### config.mk
export PLATFORM = sky130hd
export DESIGN_NAME = odac_serial_decoder
export DESIGN_NICKNAME = d
export VERILOG_FILES = /design/src/verilog/odac_pkg.sv /design/src/verilog/odac_serial_decoder.sv
export VERILOG_INCLUDE_DIRS = /design/src /design/src/verilog
export SDC_FILE = /design/constraint.sdc
export NUM_CORES = 1
export LEC_CHECK = 0
export BUFFER_PORTS_ARGS = -buffer_cell sky130_fd_sc_hd__buf_2
export CORE_ASPECT_RATIO = 0.5
export CORE_MARGIN = 4
export CORE_UTILIZATION = 45
export DETAILED_ROUTE_END_ITERATION = 8
export PLACE_DENSITY = 0.72
export SETUP_SLACK_MARGIN = 0.1
export SLEW_MARGIN = 20
export SYNTH_ARGS = -nofsm -noshare
export SYNTH_HDL_FRONTEND = slang
export SYNTH_SLANG_ARGS = --single-unit
### constraint.sdc
create_clock -name clk_sys -period 2.9 [get_ports clk_sys]
set_clock_uncertainty 0.1 [all_clocks]
set_input_delay 0.435 -clock clk_sys [delete_from_list [all_inputs] [get_ports clk_sys]]
set_output_delay 0.435 -clock clk_sys [all_outputs]
set_load 0.01 [all_outputs]
### src/verilog/odac_params.svh
// Purpose: constants of the octal converter serial command decoder
// Assumes: included by the design file by bare name
// Notes:   timing counts are in clk_sys cycles
`ifndef ODAC_PARAMS_SVH
`define ODAC_PARAMS_SVH

`define ODAC_FRAME_BITS      24
`define ODAC_CMD_MSB         23
`define ODAC_CMD_LSB         20
`define ODAC_ADDR_MSB        19
`define ODAC_ADDR_LSB        16
`define ODAC_DATA_MSB        15
`define ODAC_DATA_LSB        0
`define ODAC_CHAIN_BIT       0
`define ODAC_GAIN_BIT        2
`define ODAC_CHAIN_RST       16'h0000
`define ODAC_MASK_RST        8'h00
`define ODAC_CODE_RST        16'h0000
`define ODAC_PWR_RST         16'h0000
`define ODAC_GAIN_RST        1'b0
`define ODAC_RDBK_RST        4'h0

`endif

### src/verilog/odac_pkg.sv
// Purpose: types of the octal converter serial command decoder
// Assumes: nothing
// Notes:   command codes follow the 4-bit field at the top of each frame
package odac_pkg;

  typedef enum logic [3:0] {
    CMD_NOP        = 4'b0000,
    CMD_WR_IN      = 4'b0001,
    CMD_UPD_SEL    = 4'b0010,
    CMD_WR_UPD     = 4'b0011,
    CMD_POWER      = 4'b0100,
    CMD_MASK       = 4'b0101,
    CMD_SOFT_RST   = 4'b0110,
    CMD_GAIN       = 4'b0111,
    CMD_CHAIN      = 4'b1000,
    CMD_READBACK   = 4'b1001,
    CMD_WR_ALL_IN  = 4'b1010,
    CMD_WR_ALL_UPD = 4'b1011,
    CMD_RSV_C      = 4'b1100,
    CMD_RSV_D      = 4'b1101,
    CMD_RSV_E      = 4'b1110,
    CMD_NOP_CHAIN  = 4'b1111
  } odac_cmd_t;

  typedef struct packed {
    odac_cmd_t   cmd;
    logic [3:0]  addr;
    logic [15:0] data;
  } odac_frame_t;

endpackage : odac_pkg

### src/verilog/odac_serial_decoder.sv
// Purpose: serial command front end of an eight-channel converter
// Assumes: frame select, serial clock, data and load pin are asynchronous pins
// Notes:   pins are sampled by clk_sys; serial clock edges are found by edge detection
`timescale 1ns/1ns
`include "odac_params.svh"

module odac_serial_decoder #(
  parameter int CHANNELS = 8,
  parameter int CODE_W   = 16
) (
  // system
  input  wire logic                       clk_sys,
  input  wire logic                       rst_b,
  // serial link pins
  input  wire logic                       frameSel_n,
  input  wire logic                       serClk,
  input  wire logic                       serDataIn,
  output logic                            serDataOut,
  output logic                            serDataOutEn,
  // hardware load pin
  input  wire logic                       load_pin_n,
  // converter state
  output logic [CHANNELS-1:0][CODE_W-1:0] convCode,
  output logic [CHANNELS*2-1:0]           powerMode,
  output logic                            gainDouble,
  output logic                            chain_enable,
  output logic [CHANNELS-1:0]             loadMask,
  output logic                            frameDone
);

  // pin synchronisers
  logic [1:0] fsSync_q;
  logic [1:0] scSync_q;
  logic [1:0] sdSync_q;
  logic [1:0] ldSync_q;
  logic       fsPrev_q;
  logic       scPrev_q;
  logic       ldPrev_q;

  always_ff @(posedge clk_sys or negedge rst_b)
  begin
    if (!rst_b)
    begin
      fsSync_q <= 2'h3;
      // serial clock idles high; a low reset value would fake a rising edge
      scSync_q <= 2'h3;
      sdSync_q <= 2'h0;
      ldSync_q <= 2'h3;
      fsPrev_q <= 1'b1;
      scPrev_q <= 1'b1;
      ldPrev_q <= 1'b1;
    end
    else
    begin
      fsSync_q <= {fsSync_q[0], frameSel_n};
      scSync_q <= {scSync_q[0], serClk};
      sdSync_q <= {sdSync_q[0], serDataIn};
      ldSync_q <= {ldSync_q[0], load_pin_n};
      fsPrev_q <= fsSync_q[1];
      scPrev_q <= scSync_q[1];
      ldPrev_q <= ldSync_q[1];
    end
  end

  logic fs;
  logic scFall;
  logic scRise;
  logic fsRise;
  logic ldLow;
  logic ldFall;

  assign fs     = fsSync_q[1];
  assign scFall = scPrev_q & ~scSync_q[1];
  assign scRise = ~scPrev_q & scSync_q[1];
  assign fsRise = ~fsPrev_q & fs;
  assign ldLow  = ~ldSync_q[1];
  assign ldFall = ldPrev_q & ~ldSync_q[1];

  // shift register and bit count
  logic [`ODAC_FRAME_BITS-1:0] shift_q;
  logic [5:0]                  bitCnt_q;
  logic                        softRst;

  always_ff @(posedge clk_sys or negedge rst_b)
  begin
    if (!rst_b)
    begin
      shift_q  <= '0;
      bitCnt_q <= 6'h00;
    end
    else if (fs)
      bitCnt_q <= 6'h00;
    else if (scFall)
    begin
      shift_q <= {shift_q[`ODAC_FRAME_BITS-2:0], sdSync_q[1]};
      if (bitCnt_q != 6'h3f)
        bitCnt_q <= bitCnt_q + 6'h01;
    end
  end

  // frame as decoded at frame select rise; partial frames act on what is there
  odac_pkg::odac_frame_t frame;
  assign frame = odac_pkg::odac_frame_t'(shift_q);

  logic                  exec;
  logic [CHANNELS-1:0]   addrHit;
  logic                  addrValid;
  assign exec      = fsRise;
  assign addrValid = (frame.addr < 4'(CHANNELS));

  genvar g;
  generate
    for (g = 0; g < CHANNELS; g++)
    begin : g_addr
      assign addrHit[g] = addrValid && (frame.addr == 4'(g));
    end
  endgenerate

  // control registers
  logic [15:0] chainReg_q;
  logic [7:0]  mask_q;
  logic [15:0] pwr_q;
  logic        gain_q;
  logic [3:0]  rdbkAddr_q;
  logic        rdbkArm_q;

  assign softRst = exec && (frame.cmd == odac_pkg::CMD_SOFT_RST);

  always_ff @(posedge clk_sys or negedge rst_b)
  begin
    if (!rst_b)
    begin
      chainReg_q <= `ODAC_CHAIN_RST;
      mask_q     <= `ODAC_MASK_RST;
      pwr_q      <= `ODAC_PWR_RST;
      gain_q     <= `ODAC_GAIN_RST;
      rdbkAddr_q <= `ODAC_RDBK_RST;
      rdbkArm_q  <= 1'b0;
    end
    else if (softRst)
    begin
      chainReg_q <= `ODAC_CHAIN_RST;
      mask_q     <= `ODAC_MASK_RST;
      pwr_q      <= `ODAC_PWR_RST;
      gain_q     <= `ODAC_GAIN_RST;
      rdbkAddr_q <= `ODAC_RDBK_RST;
      rdbkArm_q  <= 1'b0;
    end
    else if (exec)
    begin
      rdbkArm_q <= 1'b0;
      case (frame.cmd)
        odac_pkg::CMD_POWER:    pwr_q      <= frame.data;
        odac_pkg::CMD_MASK:     mask_q     <= frame.data[7:0];
        odac_pkg::CMD_GAIN:     gain_q     <= frame.data[`ODAC_GAIN_BIT];
        odac_pkg::CMD_CHAIN:    chainReg_q <= frame.data;
        odac_pkg::CMD_READBACK:
        begin
          rdbkAddr_q <= frame.addr;
          rdbkArm_q  <= 1'b1;
        end
        default:                rdbkArm_q  <= 1'b0;
      endcase
    end
  end

  // channel registers
  logic [CHANNELS-1:0][CODE_W-1:0] inReg_q;
  logic [CHANNELS-1:0][CODE_W-1:0] dacReg_q;

  generate
    for (g = 0; g < CHANNELS; g++)
    begin : g_chan
      logic wrIn;
      logic wrDac;
      logic pinLoad;
      logic xferSel;
      assign wrIn    = exec && ((frame.cmd == odac_pkg::CMD_WR_IN && addrHit[g])
                              || frame.cmd == odac_pkg::CMD_WR_ALL_IN
                              || frame.cmd == odac_pkg::CMD_WR_ALL_UPD);
      assign wrDac   = exec && ((frame.cmd == odac_pkg::CMD_WR_UPD && addrHit[g])
                              || frame.cmd == odac_pkg::CMD_WR_ALL_UPD);
      assign xferSel = exec && frame.cmd == odac_pkg::CMD_UPD_SEL && frame.data[g];
      // transparent while pin low, or on pin fall between frames, unless masked
      assign pinLoad = !mask_q[g] && ((ldLow && wrIn) || (ldFall && fs));

      always_ff @(posedge clk_sys or negedge rst_b)
      begin
        if (!rst_b)
        begin
          inReg_q[g]  <= `ODAC_CODE_RST;
          dacReg_q[g] <= `ODAC_CODE_RST;
        end
        else if (softRst)
        begin
          inReg_q[g]  <= `ODAC_CODE_RST;
          dacReg_q[g] <= `ODAC_CODE_RST;
        end
        else
        begin
          if (wrIn)
            inReg_q[g] <= frame.data[CODE_W-1:0];
          if (wrDac || (pinLoad && wrIn))
            dacReg_q[g] <= frame.data[CODE_W-1:0];
          else if (xferSel || pinLoad)
            dacReg_q[g] <= inReg_q[g];
        end
      end
    end
  endgenerate

  // serial output: chain ripple or readback stream
  logic [`ODAC_FRAME_BITS-1:0] rdShift_q;
  logic                        rdActive_q;
  logic                        sdo_q;
  logic                        sdoEn_q;
  logic                        chainOn;
  assign chainOn = chainReg_q[`ODAC_CHAIN_BIT];

  always_ff @(posedge clk_sys or negedge rst_b)
  begin
    if (!rst_b)
    begin
      rdShift_q  <= '0;
      rdActive_q <= 1'b0;
      sdo_q      <= 1'b0;
      sdoEn_q    <= 1'b0;
    end
    else
    begin
      if (exec)
      begin
        rdActive_q <= rdbkArm_q;
        rdShift_q  <= {4'h0, dacReg_q[rdbkAddr_q[2:0]], 4'h0};
      end
      else if (fsRise)
        rdActive_q <= 1'b0;
      sdoEn_q <= chainOn || rdActive_q;
      if (!fs && scRise)
      begin
        if (rdActive_q && bitCnt_q < 6'(`ODAC_FRAME_BITS))
          sdo_q <= rdShift_q[`ODAC_FRAME_BITS-1-bitCnt_q[4:0]];
        else if (chainOn)
          sdo_q <= shift_q[`ODAC_FRAME_BITS-1];
      end
    end
  end

  // registered outputs
  always_ff @(posedge clk_sys or negedge rst_b)
  begin
    if (!rst_b)
    begin
      convCode     <= '0;
      powerMode    <= '0;
      gainDouble   <= 1'b0;
      chain_enable <= 1'b0;
      loadMask     <= '0;
      frameDone    <= 1'b0;
      serDataOut   <= 1'b0;
      serDataOutEn <= 1'b0;
    end
    else
    begin
      convCode     <= dacReg_q;
      powerMode    <= pwr_q[CHANNELS*2-1:0];
      gainDouble   <= gain_q;
      chain_enable <= chainOn;
      loadMask     <= mask_q[CHANNELS-1:0];
      frameDone    <= exec;
      serDataOut   <= sdo_q;
      serDataOutEn <= sdoEn_q;
    end
  end

endmodule : odac_serial_decoder

==> impl_summary.txt <==
----------------------------------------------------
[Critical path]
  Startpoint type of the worst setup path ... flip-flop
  Sort of element at the end of the critical path ... flip-flop
  Critical path startpoint ... frame[21]$_DFFE_PN0P_
  Capturing point of the worst reg2reg path ... dacReg_q[39]$_DFFE_PN0P_
  Crit path kind ... flip-flop to flip-flop
  Capture point of the critical path ... dacReg_q[39]$_DFFE_PN0P_
  Worst-path fanout max ... 16
  Signal arrival time at the worst endpoint ... 3.01 ns
  Register-to-register setup slack ... 0.23 ns
  Required @ worst endpoint ... 3.24 ns
  Source of the worst register-to-register timing path ... frame[21]$_DFFE_PN0P_
  R2R cell count ... 7

[Global routing]
  Largest net degree at the start of global routing ... 88
  Number of antenna violations at the first check in global routing ... 0
  Global Route Usage Sum ... 0.235
  Global-route wire length before repair ... 90,800 um
  Number of global-route vias before repair ... 14,500
  Total global routing overflow ... 0

[Clocking]
  Worst skew pair latency ... 0.56 ns
  Clock Sink Count ... 503
  Clock transition at path regs ... 0.06 ns
  CTS Buf Count ... 45
  H-tree depth ... 2
  Clock tree buffer depth ... 3
  Library cell used as clock root buffer ... clkbuf_16
  TritonCTS clock tree ... yes

[Power and ir drop]
  Clock network fraction of design power ... 0.442
  Combinational fraction of design power ... 0.042
  Static Leakage ... 12.6 nW
  Total power divided by cell area ... 564 mW/mm2
  Final Total Pwr ... 13.9 mW
  Net Sw Frac ... 0.224
  Highest ir drop seen on vdd ... 0.373 mV
  Power spent charging and discharging nets ... 3.12 mW
  Sequential share of power ... 0.516
  Internal power ... 10.8 mW

[STA]
  Setup repair after global routing missed its margin ... false
  Post-route worst setup slack ... 0.226 ns
  Highest achievable clock rate ... 0.374 GHz
  Total Negative Setup Slacks ... 0 ns
  Number of hold violations in the final report ... 0
  Finish-stage setup viols ... 0
  Final critical path time including I/O delays and setup ... 2.67 ns
  Tightest Pin Transition ... 0.952 ns
  Final period util ... 0.922
  Relative slew slack ... 0.365
  Final count of pins violating max slew ... 0

[Run status]
  Result of the run ... complete, no violations

[Route]
  Total length of routed wires ... 58,900 um
  Router iterations before antenna repair ... 5
  DRC errors left ... 0
  Antenna viol nets, final ... 0
  Routed length per placed instance ... 22.6 um
  DRC violation total after the first TritonRoute iteration ... 1,596
  Number of vias after detailed routing ... 14,500
  Via density per instance ... 5.55

[Yosys]
  Share of synthesized flip-flops with an asynchronous set or reset ... 1.00
  Sequential element share of the synthesized area ... 0.598
  Main area contributors after synthesis ... dfrtp_1 59%, nand2_1 8.6%, mux2i_1 6.9%, mux2_2 4.0%, mux4_2 3.9%
  Number of synthesized flops with an enable pin ... 0
  Syn Nets ... 1,777
  Cell variety after synth ... 63
  Yosys warns ... 0
  Mean cell area of the mapped netlist ... 11.9 um2
  Post-synthesis cell count ... 1,769
  Synth Flop Type ... dfrtp_1
  Post-Synthesis Cell Area ... 0.0211 mm2
  Register bit count reported by yosys ... 503
  Yosys top cell by area ... dfrtp_1
  Synth top area share ... 0.587

[Floorplan]
  Horiz. Die Dim ... 314 um
  Effective utilization at floorplan ... 0.461
  Floorplan die height ... 161 um
  Area enclosed by the die boundary ... 0.0505 mm2
  Core ar. ... 0.0457 mm2
  Placement Rows ... 55
  Count of pins on the block boundary ... 163

[Cells and area]
  Number of nets in the layout ... 1,960
  Most common library cell in the layout ignoring fill and taps ... dfrtp_1
  Register Area ... 0.0126 mm2
  Most frequent cells in the layout ... 493 x dfrtp_1, 483 x nand2_1, 161 x buf_2
  Number of inserted filler cells in the final layout ... 3,869
  Area overhead of the layout relative to synthesis ... 16.9%
  Non-filler instance count after layout ... 2,609
  Final instance area ... 0.0246 mm2
  Fraction of final layout cells with drive strength greater than 1 ... 0.251
  Multi-input gate area in the final layout ... 0.00788 mm2
  Diode count ... 0

[Min path]
  Worst hold path type ... flip-flop to flip-flop

[Placement]
  Worst Setup Slack post-DPL ... 0.0895 ns
  Final HPWL from detailed placement ... 40,200 um
  Number of cells after detailed placement ... 2,522
  Placement-stage cell area ... 0.0230 mm2
  Routability Congestion ... 0.894
  Port Buffers ... 162

[Job]
  Max-cap violations ... 0

----------------------------------------------------
[state kept, by name, indices dropped and copies added (netlist names), 2 cells and up]
name,count
sdSync_q,2
pwr_q,16
mask_q,8
inReg_q,128
scSync_q,2
ldSync_q,2
rdShift_q,16
frame,24
rdbkAddr_q,3
bitCnt_q,6
loadMask,8
powerMode,16
fsSync_q,2
convCode,128
dacReg_q,128
[routing by layer]
| metal | routed length [um] | global-route usage | up-vias | part of all wire |
|---|---|---|---|---|
| li1 | - | - | 6403 | - |
| met1 | 25300 | 0.337 | 7299 | 0.43 |
| met2 | 25700 | 0.348 | 666 | 0.44 |
| met3 | 6310 | 0.0711 | 117 | 0.11 |
| met4 | 1650 | 0.0645 | 0 | 0.028 |
| met5 | 0 | 0 | - | 0 |
[worst max-delay path, stage by stage, from the launching register on]
cell and delay, ns:
dfrtp_1 0.50, or4b_1 0.50, buf_4 0.21, o31ai_4 0.34, a31oi_2 0.21, buf_12 0.23
mux2i_1 0.14, mux2_1 0.30
[worst min path at each step]
stage                               to  depth (start not counted)                   from  slack (ns)
6_report         sdSync_q[1]$_DFF_PN0_                          0  sdSync_q[0]$_DFF_PN0_        0.25
5_1_grt          sdSync_q[1]$_DFF_PN0_                          0  sdSync_q[0]$_DFF_PN0_        0.25
4_1_cts          sdSync_q[1]$_DFF_PN0_                          0  sdSync_q[0]$_DFF_PN0_        0.25
3_5_place_dp    serDataOutEn$_DFF_PN0_                          0      sdoEn_q$_DFF_PN0_        0.24
3_3_place_gp     sdSync_q[1]$_DFF_PN0_                          0  sdSync_q[0]$_DFF_PN0_        0.23
2_1_floorplan  bitCnt_q[0]$_DFFE_PN0P_                          0                  rst_b        0.04
[Yosys cell counts (3+ instances only)]
master,count
xor2_1,5
a31oi_1,7
buf_4,6
buf_6,6
clkinv_1,16
o31ai_1,8
buf_2,26
dfstp_2,9
mux2_1,43
nor2_1,21
nor4_1,4
a221oi_2,7
nand3_1,10
mux2i_1,145
a21o_1,3
a32oi_4,5
a21oi_1,128
o21ai_1,5
o31ai_4,4
mux2_4,20
dfrtp_1,494
clkbuf_1,72
or2_2,3
o21ai_0,67
nand2_1,483
mux4_2,36
buf_1,8
nor2b_1,3
nand2b_1,6
mux2_2,75
[kinds of logic (layout without fill, tap and decap cells)]
| kind of cell | after synthesis | after routing | synth area share |
|---|---|---|---|
| and+or+nand+nor | 553 | 553 | 0.107 |
| xor gates and xnor gates | 6 | 6 | 0.00250 |
| adders and majority gates | 2 | 2 | 0.00119 |
| DFF | 503 | 503 | 0.598 |
| AOI/OAI and AO/OA | 248 | 248 | 0.0766 |
| muxes | 319 | 319 | 0.185 |
| buffers and inverters | 138 | 351 | 0.0295 |
[area by class of cell]
cell class | count | area share
sequential | 503 | 0.512
multi-input combinational | 1128 | 0.320
timing repair buffer | 256 | 0.0727
clock buffer | 70 | 0.0553
tap | 627 | 0.0319
clock inverter | 7 | 0.00594
inverter | 18 | 0.00274
[power by group through the flow]
stage / Clock [mW] / Sequential, mW / Combinational (mW)
after floorplan: 0 / 7.21 / 0.246
after global placement: 0 / 7.29 / 0.569
after detailed placement: 0 / 7.29 / 0.571
after CTS: 6.22 / 7.16 / 0.579
after global routing: 6.52 / 7.16 / 0.633
final: 6.13 / 7.16 / 0.588
[repair_timing]
item / 4_1_cts / 5_1_grt
hold endpoints to repair: 72 / 0
gates resized for setup: 1 / 1
pin swaps: 1 / 4
hold buffers: 5 / 0
setup endpoints to repair: 13 / 88
setup buffers: 1 / 4
[stage by stage]
| stage | util | hold slack [ns] |
|---|---|---|
| 3_3_place_gp | 0.503 | 0.235 |
| 3_5_place_dp | 0.503 | 0.238 |
| 2_1_floorplan | - | 0.0394 |
| 4_1_cts | 0.537 | 0.248 |
| 6_report | 0.539 | 0.247 |
| 5_1_grt | 0.539 | 0.251 |
Power figures use the tool's default switching activity.
